## src/pkg/ebct_regs.svh

```systemverilog
// Timing counts of the external bus cycle sequencer
`ifndef EBCT_REGS_SVH
`define EBCT_REGS_SVH
// One input clock period is one i_clock cycle (20 ns at 50 MHz)
`define EBCT_TCP_NS          20
`define EBCT_CLK_NS          20
`define EBCT_TCP_CYC         ((`EBCT_TCP_NS + `EBCT_CLK_NS - 1) / `EBCT_CLK_NS)
// Machine cycle of 12 periods: six states of two phases
`define EBCT_CYCLE_LEN       12
`define EBCT_ADDR_SETUP      (1 * `EBCT_TCP_CYC)
`define EBCT_ALE_WIDTH       (2 * `EBCT_TCP_CYC)
`define EBCT_ALE_TO_PROG     (1 * `EBCT_TCP_CYC)
`define EBCT_PROG_WIDTH      (3 * `EBCT_TCP_CYC)
`define EBCT_ALE_TO_STROBE   (3 * `EBCT_TCP_CYC)
`define EBCT_STROBE_WIDTH    (6 * `EBCT_TCP_CYC)
// Phase index within the machine cycle (0 = state one phase one .. 11 = state six phase two)
`define EBCT_STATE5_PHASE2   9
`define EBCT_STATE6_PHASE2   11
`endif

```

## src/pkg/ebct_pkg.sv

```systemverilog
// Types of the external bus cycle sequencer
package ebct_pkg;
   typedef enum logic [1:0] {
      EBCT_OP_FETCH = 2'b00,
      EBCT_OP_READ  = 2'b01,
      EBCT_OP_WRITE = 2'b10
   } ebct_op_t;

   typedef struct packed {
      ebct_op_t    op;
      logic [15:0] addr;
      logic [7:0]  wdata;
   } ebct_req_t;

   typedef enum logic [2:0] {
      EBCT_ST_IDLE   = 3'b000,
      EBCT_ST_SETUP  = 3'b001,
      EBCT_ST_ALE    = 3'b010,
      EBCT_ST_HOLD   = 3'b011,
      EBCT_ST_STROBE = 3'b100,
      EBCT_ST_TAIL   = 3'b101
   } ebct_state_t;
endpackage : ebct_pkg

```

## src/ebct_bus_seq.sv

```systemverilog
// External multiplexed bus cycle sequencer with port sample and update timing
`timescale 1ns/1ps
`include "ebct_regs.svh"

module ebct_bus_seq
   import ebct_pkg::*;
#(
   parameter int PORT_W = 8
) (
   input  wire logic              i_clock,
   input  wire logic              i_reset,
   input  wire logic              i_req_valid,
   input  wire ebct_req_t         i_req,
   output logic                   o_req_ready,
   output logic                   o_rsp_valid,
   output logic [7:0]             o_rsp_data,
   input  wire logic [7:0]        i_low_addr_data_port,
   output logic [7:0]             o_low_addr_data_port,
   output logic                   o_low_addr_data_port_oe,
   output logic [7:0]             o_high_addr_port,
   output logic                   o_addr_latch_strobe,
   output logic                   o_prog_store_strobe_n,
   output logic                   o_read_strobe_n,
   output logic                   o_write_strobe_n,
   input  wire logic [PORT_W-1:0] i_port_out_value,
   input  wire logic              i_port_out_write,
   input  wire logic [PORT_W-1:0] i_port_pins,
   output logic [PORT_W-1:0]      o_port_pins,
   output logic [PORT_W-1:0]      o_port_sample,
   output logic                   o_state5_phase2,
   output logic                   o_state6_phase2
);

   localparam logic [3:0] CYCLE_LAST    = 4'(`EBCT_CYCLE_LEN - 1);
   localparam logic [3:0] STATE5_PHASE2 = 4'(`EBCT_STATE5_PHASE2);
   localparam logic [3:0] STATE6_PHASE2 = 4'(`EBCT_STATE6_PHASE2);
   localparam logic [3:0] SETUP_LEN     = 4'(`EBCT_ADDR_SETUP);
   localparam logic [3:0] ALE_LEN       = 4'(`EBCT_ALE_WIDTH);
   localparam logic [3:0] PROG_GAP      = 4'(`EBCT_ALE_TO_PROG);
   localparam logic [3:0] PROG_LEN      = 4'(`EBCT_PROG_WIDTH);
   localparam logic [3:0] RW_GAP        = 4'(`EBCT_ALE_TO_STROBE);
   localparam logic [3:0] RW_LEN        = 4'(`EBCT_STROBE_WIDTH);

   // ************************************************************
   // Machine cycle phase counter
   // ************************************************************
   logic [3:0] phase;

   always_ff @(posedge i_clock or posedge i_reset) begin
      if (i_reset) begin
         phase <= 4'h0;
      end else if (phase == CYCLE_LAST) begin
         phase <= 4'h0;
      end else begin
         phase <= phase + 4'h1;
      end
   end

   assign o_state5_phase2 = (phase == STATE5_PHASE2);
   assign o_state6_phase2 = (phase == STATE6_PHASE2);

   // ************************************************************
   // Port pins: three-stage input, sample and update
   // ************************************************************
   logic [PORT_W-1:0] pin_s1;
   logic [PORT_W-1:0] pin_s2;
   logic [PORT_W-1:0] pin_s3;
   logic [PORT_W-1:0] pin_stable;
   logic [PORT_W-1:0] port_pending;

   always_ff @(posedge i_clock or posedge i_reset) begin
      if (i_reset) begin
         pin_s1     <= '0;
         pin_s2     <= '0;
         pin_s3     <= '0;
         pin_stable <= '0;
      end else begin
         pin_s1 <= i_port_pins;
         pin_s2 <= pin_s1;
         pin_s3 <= pin_s2;
         // A bit changes only once the second and third stages agree
         pin_stable <= (pin_stable & (pin_s2 ^ pin_s3)) | (pin_s2 & ~(pin_s2 ^ pin_s3));
      end
   end

   always_ff @(posedge i_clock or posedge i_reset) begin
      if (i_reset) begin
         o_port_sample <= '0;
      end else if (phase == STATE5_PHASE2) begin
         o_port_sample <= pin_stable;
      end
   end

   // Pins default high like a quasi-bidirectional port after reset
   always_ff @(posedge i_clock or posedge i_reset) begin
      if (i_reset) begin
         port_pending <= '1;
         o_port_pins  <= '1;
      end else begin
         if (i_port_out_write) begin
            port_pending <= i_port_out_value;
         end
         if (phase == STATE6_PHASE2) begin
            o_port_pins <= port_pending;
         end
      end
   end

   // ************************************************************
   // Bus cycle sequencer
   // ************************************************************
   ebct_state_t state;
   ebct_req_t   cur;
   logic [3:0]  cnt;

   assign o_req_ready = (state == EBCT_ST_IDLE);

   always_ff @(posedge i_clock or posedge i_reset) begin
      if (i_reset) begin
         state <= EBCT_ST_IDLE;
         cnt   <= 4'h0;
         cur   <= '0;
      end else begin
         case (state)
            EBCT_ST_IDLE: begin
               if (i_req_valid) begin
                  cur   <= i_req;
                  cnt   <= SETUP_LEN - 4'h1;
                  state <= EBCT_ST_SETUP;
               end
            end
            EBCT_ST_SETUP: begin
               if (cnt == 4'h0) begin
                  cnt   <= ALE_LEN - 4'h1;
                  state <= EBCT_ST_ALE;
               end else begin
                  cnt <= cnt - 4'h1;
               end
            end
            EBCT_ST_ALE: begin
               if (cnt == 4'h0) begin
                  cnt   <= ((cur.op == EBCT_OP_FETCH) ? PROG_GAP : RW_GAP) - 4'h1;
                  state <= EBCT_ST_HOLD;
               end else begin
                  cnt <= cnt - 4'h1;
               end
            end
            EBCT_ST_HOLD: begin
               if (cnt == 4'h0) begin
                  cnt   <= ((cur.op == EBCT_OP_FETCH) ? PROG_LEN : RW_LEN) - 4'h1;
                  state <= EBCT_ST_STROBE;
               end else begin
                  cnt <= cnt - 4'h1;
               end
            end
            EBCT_ST_STROBE: begin
               if (cnt == 4'h0) begin
                  state <= EBCT_ST_TAIL;
               end else begin
                  cnt <= cnt - 4'h1;
               end
            end
            default: begin
               // One period after the strobe rises: write data hold, bus float
               state <= EBCT_ST_IDLE;
            end
         endcase
      end
   end

   // ************************************************************
   // Pin drivers, all registered
   // ************************************************************
   logic is_fetch;
   logic is_write;
   assign is_fetch = (cur.op == EBCT_OP_FETCH);
   assign is_write = (cur.op == EBCT_OP_WRITE);

   always_ff @(posedge i_clock or posedge i_reset) begin
      if (i_reset) begin
         o_addr_latch_strobe     <= 1'b0;
         o_prog_store_strobe_n   <= 1'b1;
         o_read_strobe_n         <= 1'b1;
         o_write_strobe_n        <= 1'b1;
         o_low_addr_data_port    <= 8'h00;
         o_low_addr_data_port_oe <= 1'b0;
         o_high_addr_port        <= 8'h00;
      end else begin
         o_addr_latch_strobe   <= 1'b0;
         o_prog_store_strobe_n <= 1'b1;
         o_read_strobe_n       <= 1'b1;
         o_write_strobe_n      <= 1'b1;
         case (state)
            EBCT_ST_IDLE: begin
               o_low_addr_data_port_oe <= 1'b0;
               if (i_req_valid) begin
                  // Address out one period ahead of the latch strobe
                  o_low_addr_data_port    <= i_req.addr[7:0];
                  o_high_addr_port        <= i_req.addr[15:8];
                  o_low_addr_data_port_oe <= 1'b1;
               end
            end
            EBCT_ST_SETUP: begin
               o_addr_latch_strobe <= (cnt == 4'h0);
            end
            EBCT_ST_ALE: begin
               o_addr_latch_strobe <= (cnt != 4'h0);
            end
            EBCT_ST_HOLD: begin
               if (cnt == 4'h0) begin
                  o_prog_store_strobe_n <= ~is_fetch;
                  o_read_strobe_n <= ~(cur.op == EBCT_OP_READ);
                  o_write_strobe_n <= ~is_write;
                  if (is_fetch) begin
                     // Fetch: address held one period past latch fall, then free the bus
                     o_low_addr_data_port_oe <= 1'b0;
                  end
               end else if (cnt == RW_GAP - 4'h2) begin
                  // Address held two periods past latch fall, then turn bus
                  o_low_addr_data_port    <= cur.wdata;
                  o_low_addr_data_port_oe <= is_write;
               end
            end
            EBCT_ST_STROBE: begin
               o_prog_store_strobe_n <= ~is_fetch | (cnt == 4'h0);
               o_read_strobe_n  <= ~(cur.op == EBCT_OP_READ) | (cnt == 4'h0);
               o_write_strobe_n <= ~is_write | (cnt == 4'h0);
            end
            default: begin
               o_low_addr_data_port_oe <= 1'b0;
            end
         endcase
      end
   end

   // ************************************************************
   // Read data capture before the strobe rises
   // ************************************************************
   always_ff @(posedge i_clock or posedge i_reset) begin
      if (i_reset) begin
         o_rsp_valid <= 1'b0;
         o_rsp_data  <= 8'h00;
      end else begin
         o_rsp_valid <= 1'b0;
         // Last low cycle of the strobe: memory had 3 or 6 periods of access
         if (state == EBCT_ST_STROBE && cnt == 4'h0 && !is_write) begin
            o_rsp_data  <= i_low_addr_data_port;
            o_rsp_valid <= 1'b1;
         end
      end
   end

endmodule : ebct_bus_seq

```

## config.mk

```make
export PLATFORM = sky130hd
export DESIGN_NAME = ebct_bus_seq
export DESIGN_NICKNAME = d
export VERILOG_FILES = /design/src/pkg/ebct_pkg.sv /design/src/ebct_bus_seq.sv
export VERILOG_INCLUDE_DIRS = /design/src /design/src/pkg
export SDC_FILE = /design/constraint.sdc
export NUM_CORES = 1
export LEC_CHECK = 0
export BUFFER_PORTS_ARGS = -buffer_cell sky130_fd_sc_hd__buf_2
export CELL_PAD_IN_SITES_DETAIL_PLACEMENT = 1
export CELL_PAD_IN_SITES_GLOBAL_PLACEMENT = 1
export CORE_ASPECT_RATIO = 1.75
export CORE_MARGIN = 8
export CORE_UTILIZATION = 28
export DETAILED_ROUTE_END_ITERATION = 7
export HOLD_SLACK_MARGIN = 0.1
export PLACE_DENSITY_LB_ADDON = 0.1
export SYNTH_ARGS = -nofsm -noshare
export SYNTH_HDL_FRONTEND = slang
export SYNTH_SLANG_ARGS = --single-unit
```

## constraint.sdc

```tcl
create_clock -name i_clock -period 2.9 [get_ports i_clock]
set_input_delay 0.145 -clock i_clock [delete_from_list [all_inputs] [get_ports i_clock]]
set_output_delay 0.145 -clock i_clock [all_outputs]
set_load 0.03 [all_outputs]
```

# After elaboration in Yosys (flattened, before gate mapping)
# Index checks and enable logic that the tools add are counted.
[classes]
n_reduce_logical = 15
add_sub_neg = 4
eq_ne = 19
muxes = 32
bitwise = 12
[ops]
columns = ["cell", "count"]
rows = [
  ["two-way mux 4 bit", 6],
  ["two-way mux 8 bit", 3],
  ["case mux 4 bit (5 select lines)", 1],
  ["two-way mux 3 bit", 6],
  ["AND 8 bit", 2],
  ["!= test 2 bit (second input constant)", 8],
  ["case mux 8 bit (2 select lines)", 1],
  ["case mux 3 bit (5 select lines)", 1],
  ["equality test 4 bit (second input constant)", 2],
  ["two-way mux 1 bit", 8],
  ["inverter 8 bit", 1],
  ["bitwise OR 8 bit", 1],
  ["case mux 1 bit (2 select lines)", 4],
  ["XOR 8 bit", 1],
  ["equality test 3 x 2 -> 1 bit (second input constant)", 2],
  ["!= test 3 bit (second input constant)", 2],
  ["AND reduction 3 bit", 2],
  ["AND reduction 5 bit", 1],
  ["nonzero test 5 bit", 1],
  ["adder 4 x 1 -> 4 bit (second input constant)", 1],
  ["equality test 4 x 1 -> 1 bit (second input constant)", 1],
  ["logical NOT 4 bit", 1],
  ["inverter 1 bit", 4],
  ["AND reduction 4 bit", 1],
  ["18 further kinds", 21],
]
[word_totals]
input_bits = 54
register_bits = 107

# Depth between registers and ports, before layout
[depth]
depth_word = 5
ltp_mapped = 7
ltp_nobuf = 6

# Least setup slack after synthesis
# No wires, ideal clock.
[synth_path]
path_type = "reg-to-reg"
start = "reg cnt[0]"
end = "reg o_rsp_data[0]"
path_buffers = 2
path_stages_with_launch = 8
arrival_ns = 1.986
t_required_ns = 2.775
path_slack_ns = 0.789
synth_period_minus_slack_ns = 2.111
path_cell_list = "dfrtp_1 inv_1 ha_1 or3b_1 buf_6 or3_4 buf_6 mux2_4"
[synth_between]
elab_chain_len = 3
[synth_rtl]
columns = ["element", "line", "text"]
rows = [
  ["from (decl)", "ebct_bus_seq.sv:114", "logic [3:0] cnt;"],
  ["from (signal assigned)", "ebct_bus_seq.sv:128", "cnt <= SETUP_LEN - 4'h1;"],
  ["from (signal assigned)", "ebct_bus_seq.sv:134", "cnt <= ALE_LEN - 4'h1;"],
  ["from (signal assigned)", "ebct_bus_seq.sv:137", "cnt <= cnt - 4'h1;"],
  ["logical NOT 4 bit", "ebct_bus_seq.sv:246", "if (state == EBCT_ST_STROBE && cnt == 4'h0 && !is_write) begin"],
  ["logical AND 1 bit (2 in a row)", "ebct_bus_seq.sv:246", ""],
  ["to (signal assigned)", "ebct_bus_seq.sv:247", "o_rsp_data <= i_low_addr_data_port;"],
  ["to (decl)", "ebct_bus_seq.sv:16", "output logic [7:0] o_rsp_data,"],
]
# No other way between the ends.
# A chain may end at the register's enable or synchronous reset.

# Final worst setup path
[layout_path]
start = "reg cnt[0]"
end = "reg o_rsp_data[7]"
# Same word-level chain as after synthesis.

==> flow_summary.toml <==
[min_path]
hold_depth = 3
min_from = "i_req[12]"
hold_end = "o_low_addr_data_port[4]"
hold_class = "in2reg"

[logic_synthesis]
synthArstFlopShare_pct = 100
synthCells = 302
syn_area_um2 = 4220
ys.flop_type = "dfrtp_1"
ys_seq_area_share_pct = 64.1
synth-seq-cells = 107
syn_nets = 361
yosysUniqueCellTypes = 44
synth_area_per_cell_um2 = 14.0
yosysWarnings = 0
synth_edf_count = 0

[timing]
finalCritPeriodShare_pct = 78.0
fin_setup_tns_ns = 0
max_freq_mhz = 442
max_slew_margin_pct = 55.0
slew_violations = 0
finClkSkew_ns = 0.0121
tightest_slew_ns = 0.672
post-route-min-period_ns = 2.26
final.setup.worst_slack_ns = 0.637
rsz0062_at_grt = "false"
hold_slack_ns = 0.103
setup_viol = 0
hold_viol_final = 0

[final_layout]
fillers = 1614
drive_gt1_share_pct = 43.5
layout.nets = 514
final_util_pct = 38.6
n_antenna_cell = 0
syn2layout_area_growth_pct = 36.0

[global_routing]
grt_pass1_vias = 3200
grt_max_degree = 108
grt_pass1_wl_mm = 17.3
overflow = 0
grt_use_total_pct = 11.5
antenna_found_initial = 0

[power]
leakage_nw = 2.61
finalPower_mw = 5.31
peakVddDrop_mv = 0.386
p_per_area_nw_per_um2 = 926

[setup_path]
slowest_delay_ns = 0.52
cp-start-kind = "flip-flop"
cp_max_fo = 9
critPathCaptureType = "flip-flop"
path_class = "reg2reg"
r2r-start = "cnt[0]"
crit_slowest_cell = "or3_4"
critPathLaunch = "cnt[0]"
cp_num_buf_inv = 1
r2r_cells = 5
cp_top_family = "simple AND/OR/NAND/NOR gates"
r2r_setup_slack_ns = 0.64
rr_endpoint = "o_rsp_data[7]"
path_cells = "inv_1 -> ha_1 -> or3b_1 -> or3_4 -> mux2_4"
cp.required_ns = 3.13
cp.arrival_ns = 2.49

[placement]
place_ws_ns = 0.641
port_buffers = 102
place_congestion = 0.765
hpwl_mm = 7.54

[die]
dieArea_um2 = 19400
io-pin-count = 103
die_h_um = 178
die_w_um = 109
coreArea_um2 = 14800
row_count = 59
initial_core_util_pct = 28.4

[detailed_routing]
wl_mm = 10.6
ant_nets = 0
drtIter0Drc = 64
vias = 2902
viasPerCell = 4.51
drt_first_pass_iters = 2
wl_per_cell_um = 16.6
drc = 0

[run]
maxCapViolations = 0

[cts]
cts_made_buffers = 9
cts.sinks = 107
cts_root_buffer = "clkbuf_16"
clock_latency_ns = 0.35
ctsResizeCount = 0
clk_path_buf_depth = 2
ctsHtreeMaxLevel = 3
clk_pin_slew_ns = 0.08
tritoncts = "done"
cts_setup_buffers = 0
hold_buffers = 48

[outcome]
status = "completed"
[flip-flops by register name, summed over array words and instances, names as in the netlist, 4 cells and up, named ones only]
name                  count
cnt                       4
cur                      10
o_high_addr_port          8
o_low_addr_data_port      8
o_port_pins               8
o_port_sample             8
o_rsp_data                8
phase                     4
pin_s1                    8
pin_s2                    8
pin_s3                    8
port_pending              8
[final cells by class]
class                   count  area, um^2  area share, %
clock buffers               9         225           3.93
inverters                   8        33.8          0.589
multi-input cells         173        1410           24.6
clock inverters             7        86.3           1.51
well taps                 183         229           3.99
repair buffers            156        1050           18.3
flip-flops and latches    107        2700           47.1
[report_power, final]
group,leakage (nW),switching [mW],internal [mW]
Combinational,1.21,1.11,0.787
Sequential,1.25,0.292,1.87
Clock,0.151,0.629,0.624
[cells in the final DEF, fill, tap and decap left out, drive strengths merged, types with 5 or more instances in the layout]
master	n
ha	5
maj3	8
dfstp	19
dfrtp	88
mux2i	10
buf	108
mux2	50
inv	11
nor2	13
nand2	18
dlygate4sd3	48
a21oi	8
o21ai	18
clkbuf	9
[worst max-delay path by stage]
stage	end	slack, ns	cells past startpoint
CTS	o_rsp_data[7]	0.63	5
global route	o_rsp_data[1]	0.52	5
floorplan	o_rsp_data[0]	0.79	7
detailed placement	o_rsp_data[7]	0.64	5
global placement	o_rsp_data[1]	0.69	5
finish	o_rsp_data[7]	0.64	5
[cell usage after synthesis, types with 3 or more instances]
| master | instances | area (um^2) |
|---|---|---|
| mux2_4 | 8 | 120 |
| nor2_1 | 13 | 48.8 |
| ha_1 | 5 | 62.6 |
| o21ai_0 | 18 | 90.1 |
| buf_6 | 3 | 33.8 |
| buf_2 | 3 | 15.0 |
| nand2_1 | 18 | 67.6 |
| clkbuf_1 | 7 | 26.3 |
| nor2b_1 | 4 | 25.0 |
| mux2_2 | 42 | 473 |
| nand2b_1 | 3 | 18.8 |
| a21oi_1 | 8 | 40.0 |
| maj3_1 | 8 | 80.1 |
| inv_1 | 8 | 30.0 |
| dfrtp_1 | 88 | 2200 |
| nand3_1 | 4 | 20.0 |
| dfstp_2 | 19 | 499 |
| mux2i_1 | 10 | 100 |
[metrics by stage]
| stage | instances | cell area (um^2) |
|---|---|---|
| floorplan | 302 | 4220 |
| global placement | 579 | 4940 |
| detailed placement | 579 | 4940 |
| CTS | 643 | 5730 |
| global route | 643 | 5730 |
| finish | 643 | 5730 |
[worst min-delay path: cells and delay by family]
kind | cells | cell delay [ns]
AO/OA/AOI/OAI | 1 | 0.13
buffers and inverters | 1 | 0.09
multiplexers | 1 | 0.05
[layer usage]
| layer | GRT usage, % | up-vias | part of all wire (%) |
|---|---|---|---|
| li1 | - | 1364 | - |
| met1 | 13.0 | 1474 | 39 |
| met2 | 20.2 | 50 | 55 |
| met3 | 2.82 | 14 | 4.1 |
| met4 | 4.48 | 0 | 1.8 |
| met5 | 0 | - | 0 |
[cell families (layout without fill, tap and decap cells)]
group | Yosys count | after routing | share of synthesized area, %
mux | 60 | 60 | 16.4
simple gates | 58 | 58 | 7.30
fa+ha+maj | 13 | 13 | 3.38
flops | 107 | 107 | 64.1
xor+xnor | 2 | 2 | 0.416
compound gates | 40 | 40 | 5.70
buf+inv | 22 | 180 | 2.67
Power figures use the tool's default switching activity.
